[src/spio_params.svh]
// constants for the shared parallel io port: pin map, register addresses, reset values
// assumes inclusion by bare name from every file that needs them
`ifndef SPIO_PARAMS_SVH
`define SPIO_PARAMS_SVH

`define SPIO_PIN_W 6
`define SPIO_IN_ONLY_BIT 2
`define SPIO_OUT_ONLY_BIT 3
`define SPIO_BIDIR_LARGE 6'h33
`define SPIO_BIDIR_SMALL 6'h03
`define SPIO_IN_ONLY_MASK 6'h04
`define SPIO_OUT_ONLY_MASK 6'h08
`define SPIO_ADDR_W 5
`define SPIO_ADDR_DATA 5'h00
`define SPIO_ADDR_DIR 5'h01
`define SPIO_ADDR_PULL 5'h02
`define SPIO_DATA_RST 6'h00
`define SPIO_DIR_RST 6'h00
`define SPIO_PULL_RST 6'h00
`define SPIO_BDM_SEL_RST 1'b1
`define SPIO_ZERO 6'h00
`define SPIO_ALL_ONES 6'h3f

`endif

[src/spio_pkg.sv]
// types shared by the port's modules
// assumes spio_params.svh gives the pin width
`include "spio_params.svh"

package spio_pkg;
    typedef logic [`SPIO_PIN_W-1:0] spio_pins_t;
    // who owns a pin's buffers
    typedef enum logic [1:0] {
        SPIO_OWN_PORT = 2'b00,
        SPIO_OWN_DIG = 2'b01,
        SPIO_OWN_ANA = 2'b10,
        SPIO_OWN_BDM = 2'b11
    } spio_owner_t;
endpackage

[src/spio_mux_if.sv]
// signals between the port's register side and its per-pin buffer mux
// assumes both ends share one clock; the mux is purely combinational
`timescale 1ns/100ps

interface spio_mux_if;
    import spio_pkg::*;
    spio_pins_t latch;
    spio_pins_t dir;
    spio_pins_t pull_en;
    spio_pins_t pin_sync;
    spio_pins_t dig_en;
    spio_pins_t dig_oe;
    spio_pins_t dig_do;
    spio_pins_t ana_en;
    logic bdm_sel;
    logic bdm_oe;
    logic bdm_do;
    spio_pins_t oe;
    spio_pins_t dout;
    spio_pins_t ibuf_en;
    spio_pins_t pull_on;
    spio_pins_t rd_bits;
    modport ctl (output latch, dir, pull_en, pin_sync, dig_en, dig_oe, dig_do, ana_en,
                 output bdm_sel, bdm_oe, bdm_do,
                 input oe, dout, ibuf_en, pull_on, rd_bits);
    modport mux (input latch, dir, pull_en, pin_sync, dig_en, dig_oe, dig_do, ana_en,
                 input bdm_sel, bdm_oe, bdm_do,
                 output oe, dout, ibuf_en, pull_on, rd_bits);
endinterface

[src/spio_port.sv]
// shared parallel io port: data latch, direction and pull registers, pin sync and drive
// assumes a 250 MHz bus clock, synchronous inputs and an outside pad that resolves enables
`timescale 1ns/100ps
`include "spio_params.svh"

module spio_port
    import spio_pkg::*;
#(
    parameter bit LARGE_PKG = 1'b1
) (
    // clock, reset, enable
    input wire logic sys_clk_i,
    input wire logic sys_rst_i,
    input wire logic ce_i,
    // register access
    input wire logic [`SPIO_ADDR_W-1:0] reg_addr_i,
    input wire logic reg_wr_i,
    input wire logic reg_rd_i,
    input wire logic [`SPIO_PIN_W-1:0] reg_wdata_i,
    output logic [`SPIO_PIN_W-1:0] reg_rdata_o,
    // shared peripheral functions
    input wire logic [`SPIO_PIN_W-1:0] dig_en_i,
    input wire logic [`SPIO_PIN_W-1:0] dig_oe_i,
    input wire logic [`SPIO_PIN_W-1:0] dig_do_i,
    input wire logic [`SPIO_PIN_W-1:0] ana_en_i,
    input wire logic bdm_release_i,
    input wire logic bdm_oe_i,
    input wire logic bdm_do_i,
    // pins
    input wire logic [`SPIO_PIN_W-1:0] pin_in_i,
    output logic [`SPIO_PIN_W-1:0] pin_out_o,
    output logic [`SPIO_PIN_W-1:0] pin_oe_n_o,
    output logic [`SPIO_PIN_W-1:0] pin_pull_en_o,
    output logic [`SPIO_PIN_W-1:0] pin_ibuf_en_o,
    output logic [`SPIO_PIN_W-1:0] pin_sync_o,
    output logic bdm_sel_o
);
    // pin count follows the package; pins that are absent are never driven or pulled
    localparam spio_pins_t BIDIR_MASK = LARGE_PKG ? `SPIO_BIDIR_LARGE : `SPIO_BIDIR_SMALL;
    localparam spio_pins_t PULL_MASK = BIDIR_MASK | `SPIO_IN_ONLY_MASK;

    spio_pins_t latch_r;
    spio_pins_t dir_r;
    spio_pins_t pull_r;
    logic bdm_sel_r;
    spio_pins_t sync1_r;
    spio_pins_t sync2_r;
    spio_pins_t pin_out_r;
    spio_pins_t pin_oe_n_r;
    spio_pins_t pin_pull_r;
    spio_pins_t pin_ibuf_r;
    spio_pins_t rdata_r;
    spio_pins_t rdata_nxt;
    logic wr_data;
    logic wr_dir;
    logic wr_pull;

    // the buffer mux sees only this bundle, never the raw ports
    spio_mux_if mx ();

    // short addressing reaches every register: the address port is only 5 bits wide
    assign wr_data = reg_wr_i && (reg_addr_i == `SPIO_ADDR_DATA);
    assign wr_dir = reg_wr_i && (reg_addr_i == `SPIO_ADDR_DIR);
    assign wr_pull = reg_wr_i && (reg_addr_i == `SPIO_ADDR_PULL);

    // all state freezes with ce_i low; nothing is cleared by low-power entry,
    // so the pins and their functions come back exactly as they were
    always_ff @(posedge sys_clk_i) begin
        if (sys_rst_i) begin
            latch_r <= `SPIO_DATA_RST;
        end else if (ce_i && wr_data) begin
            latch_r <= reg_wdata_i;
        end
    end

    // unimplemented direction bits stay zero
    always_ff @(posedge sys_clk_i) begin
        if (sys_rst_i) begin
            dir_r <= `SPIO_DIR_RST;
        end else if (ce_i && wr_dir) begin
            dir_r <= reg_wdata_i & BIDIR_MASK;
        end
    end

    // pull bits exist only on pins that can be inputs
    always_ff @(posedge sys_clk_i) begin
        if (sys_rst_i) begin
            pull_r <= `SPIO_PULL_RST;
        end else if (ce_i && wr_pull) begin
            pull_r <= reg_wdata_i & PULL_MASK;
        end
    end

    // debug ownership of the output-only pin is given up once and only reset returns it
    always_ff @(posedge sys_clk_i) begin
        if (sys_rst_i) begin
            bdm_sel_r <= `SPIO_BDM_SEL_RST;
        end else if (ce_i && bdm_release_i) begin
            bdm_sel_r <= 1'b0;
        end
    end

    // first stage feeds the second stage only
    always_ff @(posedge sys_clk_i) begin
        if (sys_rst_i) begin
            sync1_r <= `SPIO_ZERO;
        end else if (ce_i) begin
            sync1_r <= pin_in_i;
        end
    end

    // only this stage is read, so a settling first stage never reaches the read mux
    always_ff @(posedge sys_clk_i) begin
        if (sys_rst_i) begin
            sync2_r <= `SPIO_ZERO;
        end else if (ce_i) begin
            sync2_r <= sync1_r;
        end
    end

    assign mx.latch = latch_r;
    assign mx.dir = dir_r;
    assign mx.pull_en = pull_r;
    assign mx.pin_sync = sync2_r;
    // peripheral requests are ignored during reset so the port owns every pin but the output-only one, which debug holds
    assign mx.dig_en = sys_rst_i ? `SPIO_ZERO : dig_en_i;
    assign mx.ana_en = sys_rst_i ? `SPIO_ZERO : ana_en_i;
    // enables and data pass untouched; ownership, pin presence and the input-only bit decide whether they reach a pin
    assign mx.dig_oe = dig_oe_i;
    assign mx.dig_do = dig_do_i;
    assign mx.bdm_sel = bdm_sel_r;
    assign mx.bdm_oe = bdm_oe_i;
    assign mx.bdm_do = bdm_do_i;

    spio_pin_mux #(
        .BIDIR_MASK(BIDIR_MASK)
    ) u_mux (
        .m(mx.mux)
    );

    // pin controls are registered: one cycle of latency buys glitch-free pad enables
    always_ff @(posedge sys_clk_i) begin
        if (sys_rst_i) begin
            pin_oe_n_r <= `SPIO_ALL_ONES;
        end else if (ce_i) begin
            pin_oe_n_r <= ~mx.oe;
        end
    end

    // latched zeros sit behind disabled drivers until a direction bit is set; the output-only pin has none and drives once debug lets go
    always_ff @(posedge sys_clk_i) begin
        if (sys_rst_i) begin
            pin_out_r <= `SPIO_ZERO;
        end else if (ce_i) begin
            pin_out_r <= mx.dout;
        end
    end

    always_ff @(posedge sys_clk_i) begin
        if (sys_rst_i) begin
            pin_pull_r <= `SPIO_ZERO;
        end else if (ce_i) begin
            pin_pull_r <= mx.pull_on;
        end
    end

    // input buffers come on at the first live edge after reset
    always_ff @(posedge sys_clk_i) begin
        if (sys_rst_i) begin
            pin_ibuf_r <= `SPIO_ZERO;
        end else if (ce_i) begin
            pin_ibuf_r <= mx.ibuf_en;
        end
    end

    // unmapped addresses read as zero rather than whatever was last selected
    always_comb begin
        case (reg_addr_i)
            `SPIO_ADDR_DATA: rdata_nxt = mx.rd_bits;
            `SPIO_ADDR_DIR: rdata_nxt = dir_r;
            `SPIO_ADDR_PULL: rdata_nxt = pull_r;
            default: rdata_nxt = `SPIO_ZERO;
        endcase
    end

    // read data appears the edge after reg_rd_i and holds until the next read
    always_ff @(posedge sys_clk_i) begin
        if (sys_rst_i) begin
            rdata_r <= `SPIO_ZERO;
        end else if (ce_i && reg_rd_i) begin
            rdata_r <= rdata_nxt;
        end
    end

    // every output comes straight from a flop
    assign reg_rdata_o = rdata_r;
    assign pin_out_o = pin_out_r;
    assign pin_oe_n_o = pin_oe_n_r;
    assign pin_pull_en_o = pin_pull_r;
    assign pin_ibuf_en_o = pin_ibuf_r;
    assign pin_sync_o = sync2_r;
    assign bdm_sel_o = bdm_sel_r;
endmodule // spio_port

[src/spio_pin_mux.sv]
// per-pin ownership and buffer control for the shared port
// assumes the caller registers every result before it reaches a pin
`timescale 1ns/100ps
`include "spio_params.svh"

module spio_pin_mux
    import spio_pkg::*;
#(
    parameter spio_pins_t BIDIR_MASK = `SPIO_BIDIR_LARGE
) (
    spio_mux_if.mux m
);
    localparam spio_pins_t PRESENT = BIDIR_MASK | `SPIO_IN_ONLY_MASK | `SPIO_OUT_ONLY_MASK;

    genvar i;
    generate
        for (i = 0; i < `SPIO_PIN_W; i = i + 1) begin : g_pin
            spio_owner_t owner;
            logic dir_eff;
            always_comb begin
                if (i == `SPIO_OUT_ONLY_BIT && m.bdm_sel) begin
                    owner = SPIO_OWN_BDM;
                end else if (m.ana_en[i]) begin
                    owner = SPIO_OWN_ANA;
                end else if (m.dig_en[i]) begin
                    owner = SPIO_OWN_DIG;
                end else begin
                    owner = SPIO_OWN_PORT;
                end
                // input-only never drives, output-only always drives when the port owns it
                if (i == `SPIO_OUT_ONLY_BIT) begin
                    dir_eff = 1'b1;
                end else if (BIDIR_MASK[i]) begin
                    dir_eff = m.dir[i];
                end else begin
                    dir_eff = 1'b0;
                end
                case (owner)
                    SPIO_OWN_PORT: begin
                        m.oe[i] = dir_eff && PRESENT[i];
                        m.dout[i] = m.latch[i];
                    end
                    SPIO_OWN_DIG: begin
                        m.oe[i] = m.dig_oe[i] && PRESENT[i] && (i != `SPIO_IN_ONLY_BIT);
                        m.dout[i] = m.dig_do[i];
                    end
                    SPIO_OWN_ANA: begin
                        m.oe[i] = 1'b0;
                        m.dout[i] = 1'b0;
                    end
                    SPIO_OWN_BDM: begin
                        m.oe[i] = m.bdm_oe;
                        m.dout[i] = m.bdm_do;
                    end
                    default: begin
                        m.oe[i] = 1'b0;
                        m.dout[i] = 1'b0;
                    end
                endcase
                m.ibuf_en[i] = PRESENT[i] && !m.ana_en[i] && (i != `SPIO_OUT_ONLY_BIT);
                m.pull_on[i] = m.pull_en[i] && !m.oe[i] && !m.ana_en[i]
                    && (BIDIR_MASK[i] || i == `SPIO_IN_ONLY_BIT);
                // read source follows the direction bit even when a peripheral drives
                if (dir_eff) begin
                    m.rd_bits[i] = m.latch[i];
                end else begin
                    m.rd_bits[i] = m.ibuf_en[i] && m.pin_sync[i];
                end
            end
        end
    endgenerate
endmodule // spio_pin_mux

[config.mk]
export PLATFORM = sky130hd
export DESIGN_NAME = spio_port
export DESIGN_NICKNAME = d
export VERILOG_FILES = /design/src/spio_pkg.sv /design/src/spio_mux_if.sv /design/src/spio_port.sv /design/src/spio_pin_mux.sv
export VERILOG_INCLUDE_DIRS = /design/src
export SDC_FILE = /design/constraint.sdc
export NUM_CORES = 1
export LEC_CHECK = 0
export ABC_AREA = 1
export BUFFER_PORTS_ARGS = -buffer_cell sky130_fd_sc_hd__buf_2
export CORE_MARGIN = 2
export CORE_UTILIZATION = 44
export DETAILED_ROUTE_END_ITERATION = 8
export MAX_ROUTING_LAYER = met4
export PLACE_DENSITY_LB_ADDON = 0.08
export SYNTH_ARGS = -nofsm -noshare
export SYNTH_HDL_FRONTEND = slang
export SYNTH_SLANG_ARGS = --single-unit
[constraint.sdc]
create_clock -name sys_clk_i -period 1.1 [get_ports sys_clk_i]
set_input_delay 0.22 -clock sys_clk_i [delete_from_list [all_inputs] [get_ports sys_clk_i]]
set_output_delay 0.22 -clock sys_clk_i [all_outputs]
set_load 0.02 [all_outputs]
Yosys cells after proc, flatten, opt, wreduce, memory -nomap -nowiden
Index checks and enable logic that the tools add are counted.
{ "classes": {"eq_ne": 20, "muxes": 32, "bitwise_logic": 1, "n_reduce_logical": 41} }
{ "ops": {"columns": ["operator", "n"], "rows": [
  ["$pmux W1 S4", 11],
  ["$eq A2 B2 Y1 const B", 12],
  ["$logic_and A1 B1 Y1", 23],
  ["$pmux W6 S3", 1],
  ["$mux W2", 7],
  ["$eq A2 B1 Y1 const B", 6],
  ["$logic_not A2 Y1", 6],
  ["$mux W6", 2],
  ["$logic_not A1 Y1", 10],
  ["$mux W1", 10],
  ["$not A6 Y6", 1],
  ["$eq A5 B1 Y1 const B", 1],
  ["$eq A5 B2 Y1 const B", 1],
  ["$logic_not A5 Y1", 1],
  ["$reduce_or A3 Y1", 1],
  ["$pmux W1 S2", 1]
]} }
{ "totals": {"register_bits": 56, "in_bits": 49, "elab_cells": 105} }

Logic depth before layout (Yosys ltp)
Gate-level depths: netlist of run 1.
{ "depth": {"ltp_word": 9, "mapped_depth": 10, "ltp_nobuf": 8} }

Cells and area by module
A second synthesis of run 1 with hierarchy kept.
{ "unflattened": {"hier_cells": 384, "hier_area_um2": 2697.6} }
{ "by_module_without_submodules": {"columns": ["mod", "n_inst", "cells_per_inst", "area_each_um2", "seq_area_each_um2"], "rows": [
  ["spio_port", 1, 305, 2314.7, 1161.1],
  ["spio_pin_mux", 1, 79, 382.9, 0.0]
]} }

Least setup slack after synthesis of run 1
OpenSTA, ideal clock, no wires.
{ "synth_timing": {"path_type": "input-to-reg", "from": "input port sys_rst_i", "to": "register pin_out_r[3] (netlist: pin_out_o[3])", "setup_time_ps": 120, "t_arrival_ps": 908, "required_ps": 980, "setup_slack_ps": 72, "path_stages": 8, "path_buffers": 2, "path_cell_list": "buf_6 -> inv_4 -> buf_6 -> nand2_1 -> nand3_1 -> nand3_1 -> o211ai_1 -> nand2_1"} }
{ "synth_between": {"elab_chain_len": 6, "word_cells_on_any_way": 10, "cone_classes": "3 x eq/ne; 6 x mux; 1 x reduce/logical"} }
{ "synth_rtl": {"columns": ["element", "line", "text"], "rows": [
  ["start, declared", "spio_port.sv:13", "input wire logic sys_rst_i,"],
  ["$mux W6", "spio_port.sv:126", "assign mx.dig_en = sys_rst_i ? `SPIO_ZERO : dig_en_i;"],
  ["$mux W1", "spio_pin_mux.sv:25", "end else if (m.dig_en[i]) begin"],
  ["$mux W2", "spio_pin_mux.sv:23", "end else if (m.ana_en[i]) begin"],
  ["$mux W2", "spio_pin_mux.sv:21", "if (i == `SPIO_OUT_ONLY_BIT && m.bdm_sel) begin"],
  ["$eq A2 B2 Y1, or another cell as far along", "spio_pin_mux.sv:38", "case (owner)"],
  ["$pmux W1 S4", "spio_pin_mux.sv:38", null],
  ["end signal, assigned", "spio_port.sv:153", "pin_out_r <= `SPIO_ZERO;"],
  ["end signal, assigned", "spio_port.sv:155", "pin_out_r <= mx.dout;"],
  ["end, declared", "spio_port.sv:48", "spio_pins_t pin_out_r;"]
]} }
Parallel ways exist; a longest one is shown, timed or not.
A chain may end at the register's enable or synchronous reset.

Worst setup path in the final report of run 1
{ "layout_timing": {"from": "register sync2_r[2] (netlist: pin_sync_o[2])", "to": "output port pin_sync_o[2]"} }
{ "layout_lines": {"columns": ["element", "line", "text"], "rows": [
  ["start, declared", "spio_port.sv:47", "spio_pins_t sync2_r;"],
  ["start signal, assigned", "spio_port.sv:115", "sync2_r <= `SPIO_ZERO;"],
  ["start signal, assigned", "spio_port.sv:117", "sync2_r <= sync1_r;"],
  ["end, declared", "spio_port.sv:35", "output logic [`SPIO_PIN_W-1:0] pin_sync_o,"]
]} }
No word-level cell between the ends.

==> results.md, run 1 <==
* Crit path kind: flop to output port
* Max-cap viol count at 0
* Period utilization at 0.964
* Final instance area at approximately 3200 um^2
* Core area at approximately 5200 um^2
* CP bufs+invs at 1
* Clk slew on worst S/H paths at roughly 0.10 ns
* Seq/Total Area, Yosys at 0.464
* Synth warn at 0
* Ports at 86
* Critical Path Fanout Max at 3
* CP Launch Type: flop
* Die Area at approximately 6100 um^2
* Avg Cell Area, Syn at about 7.6 um^2
* Max clock buf depth at 2
* Top FF cell, synth: dfxtp_1
* Pwr Total at between 4000 and 5000 uW
* Postcts setup bufs at 0
* Post-Synthesis Cells at roughly 320
* Clk sinks at 56
* Fin util at 0.613
* F_max at roughly 0.94 GHz
* Hold Fails Final Rpt at 0
* RSZ-0062 raised after global routing: true
* Slowest cell on crit path: dfxtp_2
* Residual DRC at 0
* First-pass GRT wire length at around 9900 um
* Final ANT Viol Nets at 0
* Fin nets at between 400 and 500
* Share of cells above drive strength 1 at 0.354
* Ranking of synthesized cells by area: dfxtp_1 (46%), nand2_1 (10%), o21ai_0 (5.8%), nor2_1 (5.3%), a21oi_1 (3.3%)
* Register bit total from synthesis at 56
* Number of vias per cell at 4.84
* 1st-iter DRT viols at just under 80
* Clk_lat worst skew at 0.31 ns
* Die height at ~78 um
* Critical Path RT at 0.88 ns
* Setup crit end kind: output port
* Synth async-reset ratio at 0
* CTS tree: built
* Overflow after GRT at 0
* Pre-antenna DRT Iters at 4
* Row count at 26
* Via count of the routed design at 2401
* Post-route minimum period at between 1 and 1.5 ns
* Yosys top cell area share at 0.464
* Largest net degree at the start of global routing at 20
* Starting density of the core at 0.464
* Antenna violations before repair at 0
* Number of global-route vias before repair at between 2k and 2.5k
* Min-delay worst type: input pin to flop
* Wire per inst at 12.3 um
* Hold buffer count at CTS at 0
* # diodes at 0
* Post-DP Area at around 3100 um^2
* Maximum VDD drop at between 700 and 800 uV
* Clock root cell: clkbuf_8
* Gr usage total at 0.212
* Pre-CTS setup slack at -0.140 ns
* Crit-path max cell delay at roughly 0.38 ns
* Slew Limit Fails at 0
* Post-synth EDFFs at 0
* Synth area leader: dfxtp_1
* CTS H-tree lvls at 2
* Worst Slack Setup Final at approximately 0.04 ns
* Power Density at approximately 1300 nW/um^2
* Crit path cell chain: buf_4
* Total CTS buffers at 5
* LEAKAGE at between 0.001 and 0.0015 uW
* Synthesized cell area at 2420 um^2
* Status: finished, final reports clean
* Area growth, synth to finish at 32.0%
* PortBufs at 82
* Width of the die at 78.1 um
* CP delay by family, top: flip-flops
* Routed wire length at roughly 6100 um
* Dpl hpwl at 4830 um
* GPL Wtd Cong at approximately 0.8
* Fin Setup TNS at 0 ns
* Count of cell types in the netlist at 31
* Worst Path Arrival at approximately 0.84 ns
* Count of final setup violators at 0
* Max Clock Skew at around 0.0032 ns
logic make-up after synthesis:
| kind of cell | Yosys count | synth area share |
|---|---|---|
| and+or+nand+nor | 147 | 0.288 |
| DFF | 56 | 0.464 |
| other | 1 | 0.00155 |
| AOI/OAI and AO/OA | 71 | 0.161 |
| buffers and inverters | 41 | 0.0854 |
through the flow:
| stage | hold slack [ns] | std cells |
|---|---|---|
| finish | 0.0885 | 496 |
| global route | 0.0910 | 496 |
| CTS | 0.0897 | 496 |
| detailed placement | 0.417 | 488 |
| global placement | 0.423 | 488 |
| floorplan | 0.320 | 317 |
layout by cell type, fill, tap and decap left out, types with 14 or more instances in the layout:
cell,synthesis,final
dfxtp_1,56,53
o21ai_0,28,28
nand2_1,67,67
inv_1,20,19
o21ai_1,14,14
nand3_1,14,14
nor2_1,34,33
buf_4,2,32
buf_2,4,80
a21oi_1,16,15
flip-flops by register name, indices dropped and copies added, names as in the netlist:
signal         cells
bdm_sel_o          1
dir_r              4
latch_r            6
mx.pull_en         5
pin_ibuf_en_o      5
pin_oe_n_o         6
pin_out_o          6
pin_pull_en_o      5
pin_sync_o         6
reg_rdata_o        6
sync1_r            6
what timing repair did:
item                                    CTS  global route
pin swaps                                 0             3
resized for setup                         1             7
endpoints found under the setup margin    1             4
worst paths after layout:
path	start	endpoint	slack, ns	cells after the start
hold reg to reg	sync1_r[3]	sync1_r[3]	0.46	2
setup reg to reg	dir_r[1]	reg_rdata_o[1]	0.12	6
setup / recovery	pin_sync_o[2]	pin_sync_o[2]	0.04	1
hold / removal	bdm_release_i	bdm_sel_o	0.09	2
report_power, final:
group	internal [uW]	total (uW)	switching (uW)
logic	232	558	327
clock network	677	1330	655
registers	2090	2120	28.3
total	3000	4000	1010
routing by layer:
metal / routed length (um) / GRT usage / vias to the layer above
li1: - / - / 1269
met1: 2970 / 0.284 / 1065
met2: 2750 / 0.332 / 60
met3: 277 / 0.0299 / 7
met4: 91 / 0.0737 / 0
met5: 0 / - / -
cells in the mapped netlist, drive strengths merged (4+ instances only):
| library cell | number |
|---|---|
| nor2 | 42 |
| inv | 29 |
| a21oi | 17 |
| dfxtp | 56 |
| nor3 | 5 |
| nand2 | 69 |
| nand3 | 16 |
| a22o | 4 |
| nand4 | 13 |
| o22ai | 4 |
| o21ai | 43 |
| buf | 11 |
area by class of cell:
cell class                      instances  area, um^2
Fill cell                             529        2010
Timing Repair Buffer                  113         661
Tap cell                               70        87.6
Inverter                               29         111
Multi-Input combinational cell        220        1100
Clock buffer                            6        72.6
Clock inverter                          2        35.0
Sequential cell                        56        1120
Power figures use the tool's default switching activity.
==> run 2: changes to the inputs <==
--- a/config.mk
+++ b/config.mk
@@ -13,6 +13,7 @@
 export DETAILED_ROUTE_END_ITERATION = 8
 export MAX_ROUTING_LAYER = met4
 export PLACE_DENSITY_LB_ADDON = 0.08
+export SETUP_SLACK_MARGIN = 0.3
 export SYNTH_ARGS = -nofsm -noshare
 export SYNTH_HDL_FRONTEND = slang
 export SYNTH_SLANG_ARGS = --single-unit
==> run 2 against run 1 <==
Worst setup slack got worse by 0.026 ns. Clock power decreased by 15%. Combinational power increased by 40%. Clock skew decreased by 0.00053 ns. Sequential share of layout area decreased by 5.4 points. Highest routed layer unchanged. Cell area increased by 24%. Sequential power about the same. Maximum frequency decreased by 2.4%. Largest cell class is now multi-input gates. Non-clock buffer count increased by 13. Die area unchanged.
==> results.md, run 2 (synthesis results as in run 1) <==
* Post-route minimum period at 1.09 ns (was 1.06 ns)
* Total CTS buffers at 5 (unchanged)
* Setup crit end kind: output port (unchanged)
* RSZ-0062 raised after global routing: true (unchanged)
* Number of vias per cell at 5.16 (was 4.84)
* CP bufs+invs at 2 (was 1)
* LEAKAGE at 0.00170 uW (was 0.00147 uW)
* Final instance area at 3960 um^2 (was 3190 um^2)
* Width of the die at 78.1 um (unchanged)
* Clk slew on worst S/H paths at 0.10 ns (about the same)
* Critical Path Fanout Max at 2 (was 3)
* Post-DP Area at 3070 um^2 (about the same)
* PortBufs at 82 (unchanged)
* Overflow after GRT at 0 (unchanged)
* Non-Filler Instances at 510 (was 496)
* Fin Setup TNS at 0 ns (unchanged)
* Wire per inst at 14.5 um (was 12.3 um)
* Clk_lat worst skew at 0.31 ns (about the same)
* # diodes at 0 (unchanged)
* Via count of the routed design at 2631 (was 2401)
* CTS tree: built (unchanged)
* Crit path kind: flop to output port (unchanged)
* Gr usage total at 0.234 (was 0.212)
* Die Area at 6100 um^2 (unchanged)
* Crit-path max cell delay at 0.34 ns (was 0.38 ns)
* Pre-antenna DRT Iters at 4 (unchanged)
* Starting density of the core at 0.464 (unchanged)
* Commonest non-fill, non-tap cell in the layout: buf_6 (was buf_2)
* Slew Limit Fails at 0 (unchanged)
* CP delay by family, top: flip-flops (unchanged)
* Pwr Total at 4040 uW (was 4000 uW)
* GPL Wtd Cong at 0.862 (was 0.791)
* Min-delay worst type: input pin to flop (unchanged)
* Power Density at 1020 nW/um^2 (was 1250 nW/um^2)
* Row count at 26 (unchanged)
* Routed wire length at 7420 um (was 6090 um)
* Hold Fails Final Rpt at 0 (unchanged)
* Critical Path RT at 0.88 ns (about the same)
* Number of global-route vias before repair at 2342 (was 2143)
* First-pass GRT wire length at 11100 um (was 9940 um)
* Clk sinks at 56 (unchanged)
* Fin nets at 488 (was 474)
* Ports at 86 (unchanged)
* Crit path cell chain: buf_6, buf_6 (was buf_4)
* Dpl hpwl at 4860 um (was 4830 um)
* Max clock buf depth at 2 (unchanged)
* FILL cells at 384 (was 529)
* Slowest cell on crit path: dfxtp_2 (unchanged)
* Max-cap viol count at 0 (unchanged)
* Commonest non-fill, non-tap cells in the layout: buf_6 (56), nand2_1 (52), buf_2 (42) (was buf_2 (80), nand2_1 (67), dfxtp_1 (53))
* Max Clock Skew at 0.00271 ns (was 0.00324 ns)
* Antenna violations before repair at 0 (unchanged)
* Final ANT Viol Nets at 0 (unchanged)
* 1st-iter DRT viols at 106 (was 78)
* CTS H-tree lvls at 2 (unchanged)
* Status: finished, final reports clean (unchanged)
* # placed instances at 479 (was 488)
* Largest net degree at the start of global routing at 18 (was 20)
* Fin util at 0.761 (was 0.613)
* Share of cells above drive strength 1 at 0.580 (was 0.354)
* Core area at 5200 um^2 (unchanged)
* Most numerous cell on the critical path: buf_6
* Residual DRC at 0 (unchanged)
* Worst Path Arrival at 0.87 ns (was 0.84 ns)
* Clock root cell: clkbuf_8 (unchanged)
* Maximum VDD drop at 658 uV (was 757 uV)
* Period utilization at 0.988 (was 0.964)
* Area growth, synth to finish at 63.8% (was 32.0%)
* Die height at 78.1 um (unchanged)
* Hold buffer count at CTS at 0 (unchanged)
* CP Launch Type: flop (unchanged)
* F_max at 0.920 GHz (was 0.943 GHz)
* Count of final setup violators at 0 (unchanged)
-- run 2: cell types whose count changed in the layout (fill, tap and decap cells not counted), sizes merged --
cell | previous run | this run
buf | 113 | 126
bufinv | 1 | 0
clkinv | 1 | 3
clkinvlp | 0 | 2
inv | 29 | 27
-- run 2: where the power goes --
part	internal [uW]	switching, uW	total (uW)
sequential	2080	41.3	2120
clock	455	676	1130
combinational	365	417	782
-- run 2: metal layers --
layer	GRT usage	up-vias	share of wire
met3	0.0356	12	0.052
met2	0.379	89	0.50
met4	0.0667	0	0.018
met1	0.307	1225	0.43
met5	-	-	0
li1	-	1305	-
-- run 2: final timing paths --
path / from / endpoint / slack, ns / cells after the start
max: pin_sync_o[4] / pin_sync_o[4] / 0.01 / 2
min: bdm_release_i / bdm_sel_o / 0.08 / 2
max reg2reg: pin_sync_o[5] / reg_rdata_o[5] / 0.05 / 8
min reg2reg: pin_out_o[3] / pin_out_o[3] / 0.46 / 2
-- run 2: final cells by class --
type,count,area [um^2],area share
sequential,56,1180,0.299
tap,70,87.6,0.0221
multi-input combinational,220,1350,0.340
clock inverter,2,16.3,0.00411
inverter,29,139,0.0351
timing repair buffer,126,1110,0.280
timing repair inverter,1,7.51,0.00190
clock buffer,6,72.6,0.0183
-- run 2: what timing repair did --
action / CTS / global route
gates cloned: 1 / 1
gates resized for setup: 130 / 89
pin swaps: 15 / 40
setup endpoints to repair: 57 / 71
setup buffers: 12 / 9
-- run 2: per-stage QoR --
step | setup slack (ns) | hold slack (ns)
floorplan | 0.0950 | 0.313
global placement | -0.0638 | 0.402
detailed placement | -0.0697 | 0.406
CTS | 0.0840 | 0.0730
global route | -0.0208 | 0.0648
finish | 0.0132 | 0.0779
==> run 3: changes to the inputs <==
--- a/config.mk
+++ b/config.mk
@@ -6,7 +6,6 @@
 export SDC_FILE = /design/constraint.sdc
 export NUM_CORES = 1
 export LEC_CHECK = 0
-export ABC_AREA = 1
 export BUFFER_PORTS_ARGS = -buffer_cell sky130_fd_sc_hd__buf_2
 export CORE_MARGIN = 2
 export CORE_UTILIZATION = 44
==> run 3 against run 2 <==
The flow now finishes with violations (setup timing). Critical path depth grew 1. Maximum frequency shrank 6.8%. Synthesized area shrank 1.2%. Hold slack gained 0.076 ns. Non-clock buffer count grew 17. Sequential power is essentially flat. Sequential cell count is the same.
==> results.md, run 3 <==
* Status: finished, violations left (was finished, final reports clean)
* Failing checks: setup timing
* Cell-internal power at 3020 uW (was 2900 uW)
* Synth area leader: dfxtp_1 (unchanged)
* LEAKAGE at 0.00173 uW (was 0.00170 uW)
* Post-synth EDFFs at 0 (unchanged)
* Post-route minimum period at 1.17 ns (was 1.09 ns)
* Logic pwr share at 0.196 (was 0.194)
* Commonest non-fill, non-tap cells in the layout: buf_6 (48), buf_4 (45), buf_2 (42) (was buf_6 (56), nand2_1 (52), buf_2 (42))
* Commonest non-fill, non-tap cell in the layout: buf_6 (unchanged)
* Die Area at 6030 um^2 (was 6100 um^2)
* R2r setup slk at -0.07 ns (was 0.05 ns)
* Clk_lat worst skew at 0.30 ns (was 0.31 ns)
* Overflow after GRT at 0 (unchanged)
* Seq pwr share at 0.521 (was 0.526)
* GPL Wtd Cong at 0.856 (was 0.862)
* F_max at 0.858 GHz (was 0.920 GHz)
* Min-delay worst type: input pin to flop (unchanged)
* Power Density at 1030 nW/um^2 (was 1020 nW/um^2)
* Clk sinks at 56 (unchanged)
* Non-Filler Instances at 460 (was 510)
* FILL cells at 348 (was 384)
* Ports at 86 (unchanged)
* Fin Setup TNS at -0.0660 ns (was 0 ns)
* Maximum VDD drop at 935 uV (was 658 uV)
* Top FF cell, synth: dfxtp_1 (unchanged)
* Max clock buf depth at 2 (unchanged)
* Ranking of synthesized cells by area: dfxtp_1 (47%), mux2i_1 (12%), nor2_1 (6.4%), nand2_1 (3.8%), a211oi_1 (2.8%) (was dfxtp_1 (46%), nand2_1 (10%), o21ai_0 (5.8%), nor2_1 (5.3%), a21oi_1 (3.3%))
* Routed wire length at 7400 um (was 7420 um)
* Core area at 5170 um^2 (was 5200 um^2)
* Antenna violations before repair at 0 (unchanged)
* Final ANT Viol Nets at 0 (unchanged)
* First-pass GRT wire length at 11000 um (was 11100 um)
* Worst Path Arrival at 1.41 ns (was 0.87 ns)
* Pre-CTS setup slack at -0.386 ns (was -0.0697 ns)
* Yosys top cell area share at 0.470 (was 0.464)
* Post-Synthesis Cells at 256 (was 316)
* Area of the multi-input gates at 1370 um^2 (was 1350 um^2)
* Die height at 77.7 um (was 78.1 um)
* # diodes at 0 (unchanged)
* Pre-antenna DRT Iters at 4 (unchanged)
* Sw frac at 0.263 (was 0.281)
* Number of vias per cell at 5.22 (was 5.16)
* Clk slew on worst S/H paths at 0.09 ns (was 0.10 ns)
* # placed instances at 420 (was 479)
* Synth warn at 0 (unchanged)
* CTS tree: built (unchanged)
* Fin util at 0.771 (was 0.761)
* Fin nets at 438 (was 488)
* Count of cell types in the netlist at 42 (was 31)
* Seq/Total Area, Yosys at 0.470 (was 0.464)
* Hold Fails Final Rpt at 0 (unchanged)
* Critical Path RT at 1.34 ns (was 0.88 ns)
* Period utilization at 1.06 (was 0.988)
* Number of global-route vias before repair at 2269 (was 2342)
* Area growth, synth to finish at 67.0% (was 63.8%)
* Max Clock Skew at 0.00387 ns (was 0.00271 ns)
* Register Area at 1190 um^2 (was 1180 um^2)
* Critical Path Fanout Max at 2 (unchanged)
* Share of cells above drive strength 1 at 0.597 (was 0.580)
* Width of the die at 77.7 um (was 78.1 um)
* Largest net degree at the start of global routing at 20 (was 18)
* Residual DRC at 0 (unchanged)
* Via count of the routed design at 2401 (was 2631)
* Register bit total from synthesis at 56 (unchanged)
* Net switching power at 1080 uW (was 1130 uW)
* Starting density of the core at 0.462 (was 0.464)
* Row count at 26 (unchanged)
* CTS H-tree lvls at 2 (unchanged)
* Most frequent cells after synthesis: dfxtp_1 (56), nor2_1 (41), mux2i_1 (28) (was nand2_1 (67), dfxtp_1 (56), nor2_1 (34))
* PortBufs at 82 (unchanged)
* Synth async-reset ratio at 0 (unchanged)
* Wire per inst at 16.1 um (was 14.5 um)
* Clock root cell: clkbuf_8 (unchanged)
* CP Launch Type: flop (unchanged)
* Setup crit end kind: flop (was output port)
* Crit path kind: flop to flop (was flop to output port)
* RSZ-0062 raised after global routing: true (unchanged)
* Avg Cell Area, Syn at 9.33 um^2 (was 7.65 um^2)
* 1st-iter DRT viols at 62 (was 106)
* Top-count cell post-synth: dfxtp_1 (was nand2_1)
* Clock power share at 0.283 (was 0.280)
* Dpl hpwl at 4650 um (was 4860 um)
* Max-cap viol count at 0 (unchanged)
* Worst Slack Setup Final at -0.0660 ns (was 0.0132 ns)
* Count of final setup violators at 1 (was 0)
* Slew Limit Fails at 0 (unchanged)
* Synthesized cell area at 2390 um^2 (was 2420 um^2)
* Gr usage total at 0.240 (was 0.234)
* Total CTS buffers at 5 (unchanged)
[run 3: kinds of logic after synthesis]
| logic type | count (synthesis) | synth area share |
|---|---|---|
| and+or+nand+nor | 92 | 0.203 |
| AOI/OAI and AO/OA | 56 | 0.159 |
| DFF | 56 | 0.470 |
| muxes | 28 | 0.117 |
| buffers and inverters | 23 | 0.0493 |
| other | 1 | 0.00157 |
[run 3: metrics by stage]
stage               cell area, um^2  hold slack [ns]  power (uW)
finish                         3990            0.154        4100
global route                   3990            0.152        4290
CTS                            3690            0.143        4030
detailed placement             3030            0.431        2710
global placement               3030            0.421        2700
floorplan                      2460            0.319        2470
[run 3: final timing paths]
path,from,end,cells past startpoint
worst min register to register,reg_rdata_o[4],reg_rdata_o[4],2
worst max-delay path,dir_r[4],pin_pull_en_o[4],3
worst max register to register,dir_r[4],pin_pull_en_o[4],3
worst min-delay path,pin_in_i[4],sync1_r[4],3
[run 3: repair_timing]
action / 4_1_cts / 5_1_grt
gates resized for setup: 158 / 39
gates cloned: 1 / 0
hold endpoints to repair: 0 / 0
setup buffers: 13 / 18
pin swaps: 28 / 26
setup endpoints to repair: 70 / 84
hold buffers: 0 / 0
[run 3: worst max-delay path: stages, from the launching register on]
cell	delay (ns)
dfxtp_2	0.34
a211o_1	0.26
or3b_1	0.37
a21oi_2	0.14
[run 3: metal layers]
metal / global-route usage / wire [um] / vias to the layer above
li1: - / - / 1180
met1: 0.300 / 3270 / 1152
met2: 0.386 / 3730 / 61
met3: 0.0477 / 272 / 8
met4: 0.0893 / 125 / 0
met5: - / 0 / -
[run 3: power by group through the flow]
stage	combinational (uW)	clock, uW	sequential (uW)
after floorplan	243	0	2220
after global placement	532	0	2170
after detailed placement	539	0	2170
after CTS	690	1200	2140
after global routing	858	1290	2140
final	803	1160	2130
[run 3: cell type report]
class | count | share of cell area
Multi-Input combinational cell | 178 | 0.344
Clock buffer | 7 | 0.0217
Sequential cell | 56 | 0.299
Clock inverter | 1 | 0.00188
Tap cell | 70 | 0.0220
Timing Repair Buffer | 143 | 0.307
Inverter | 5 | 0.00471
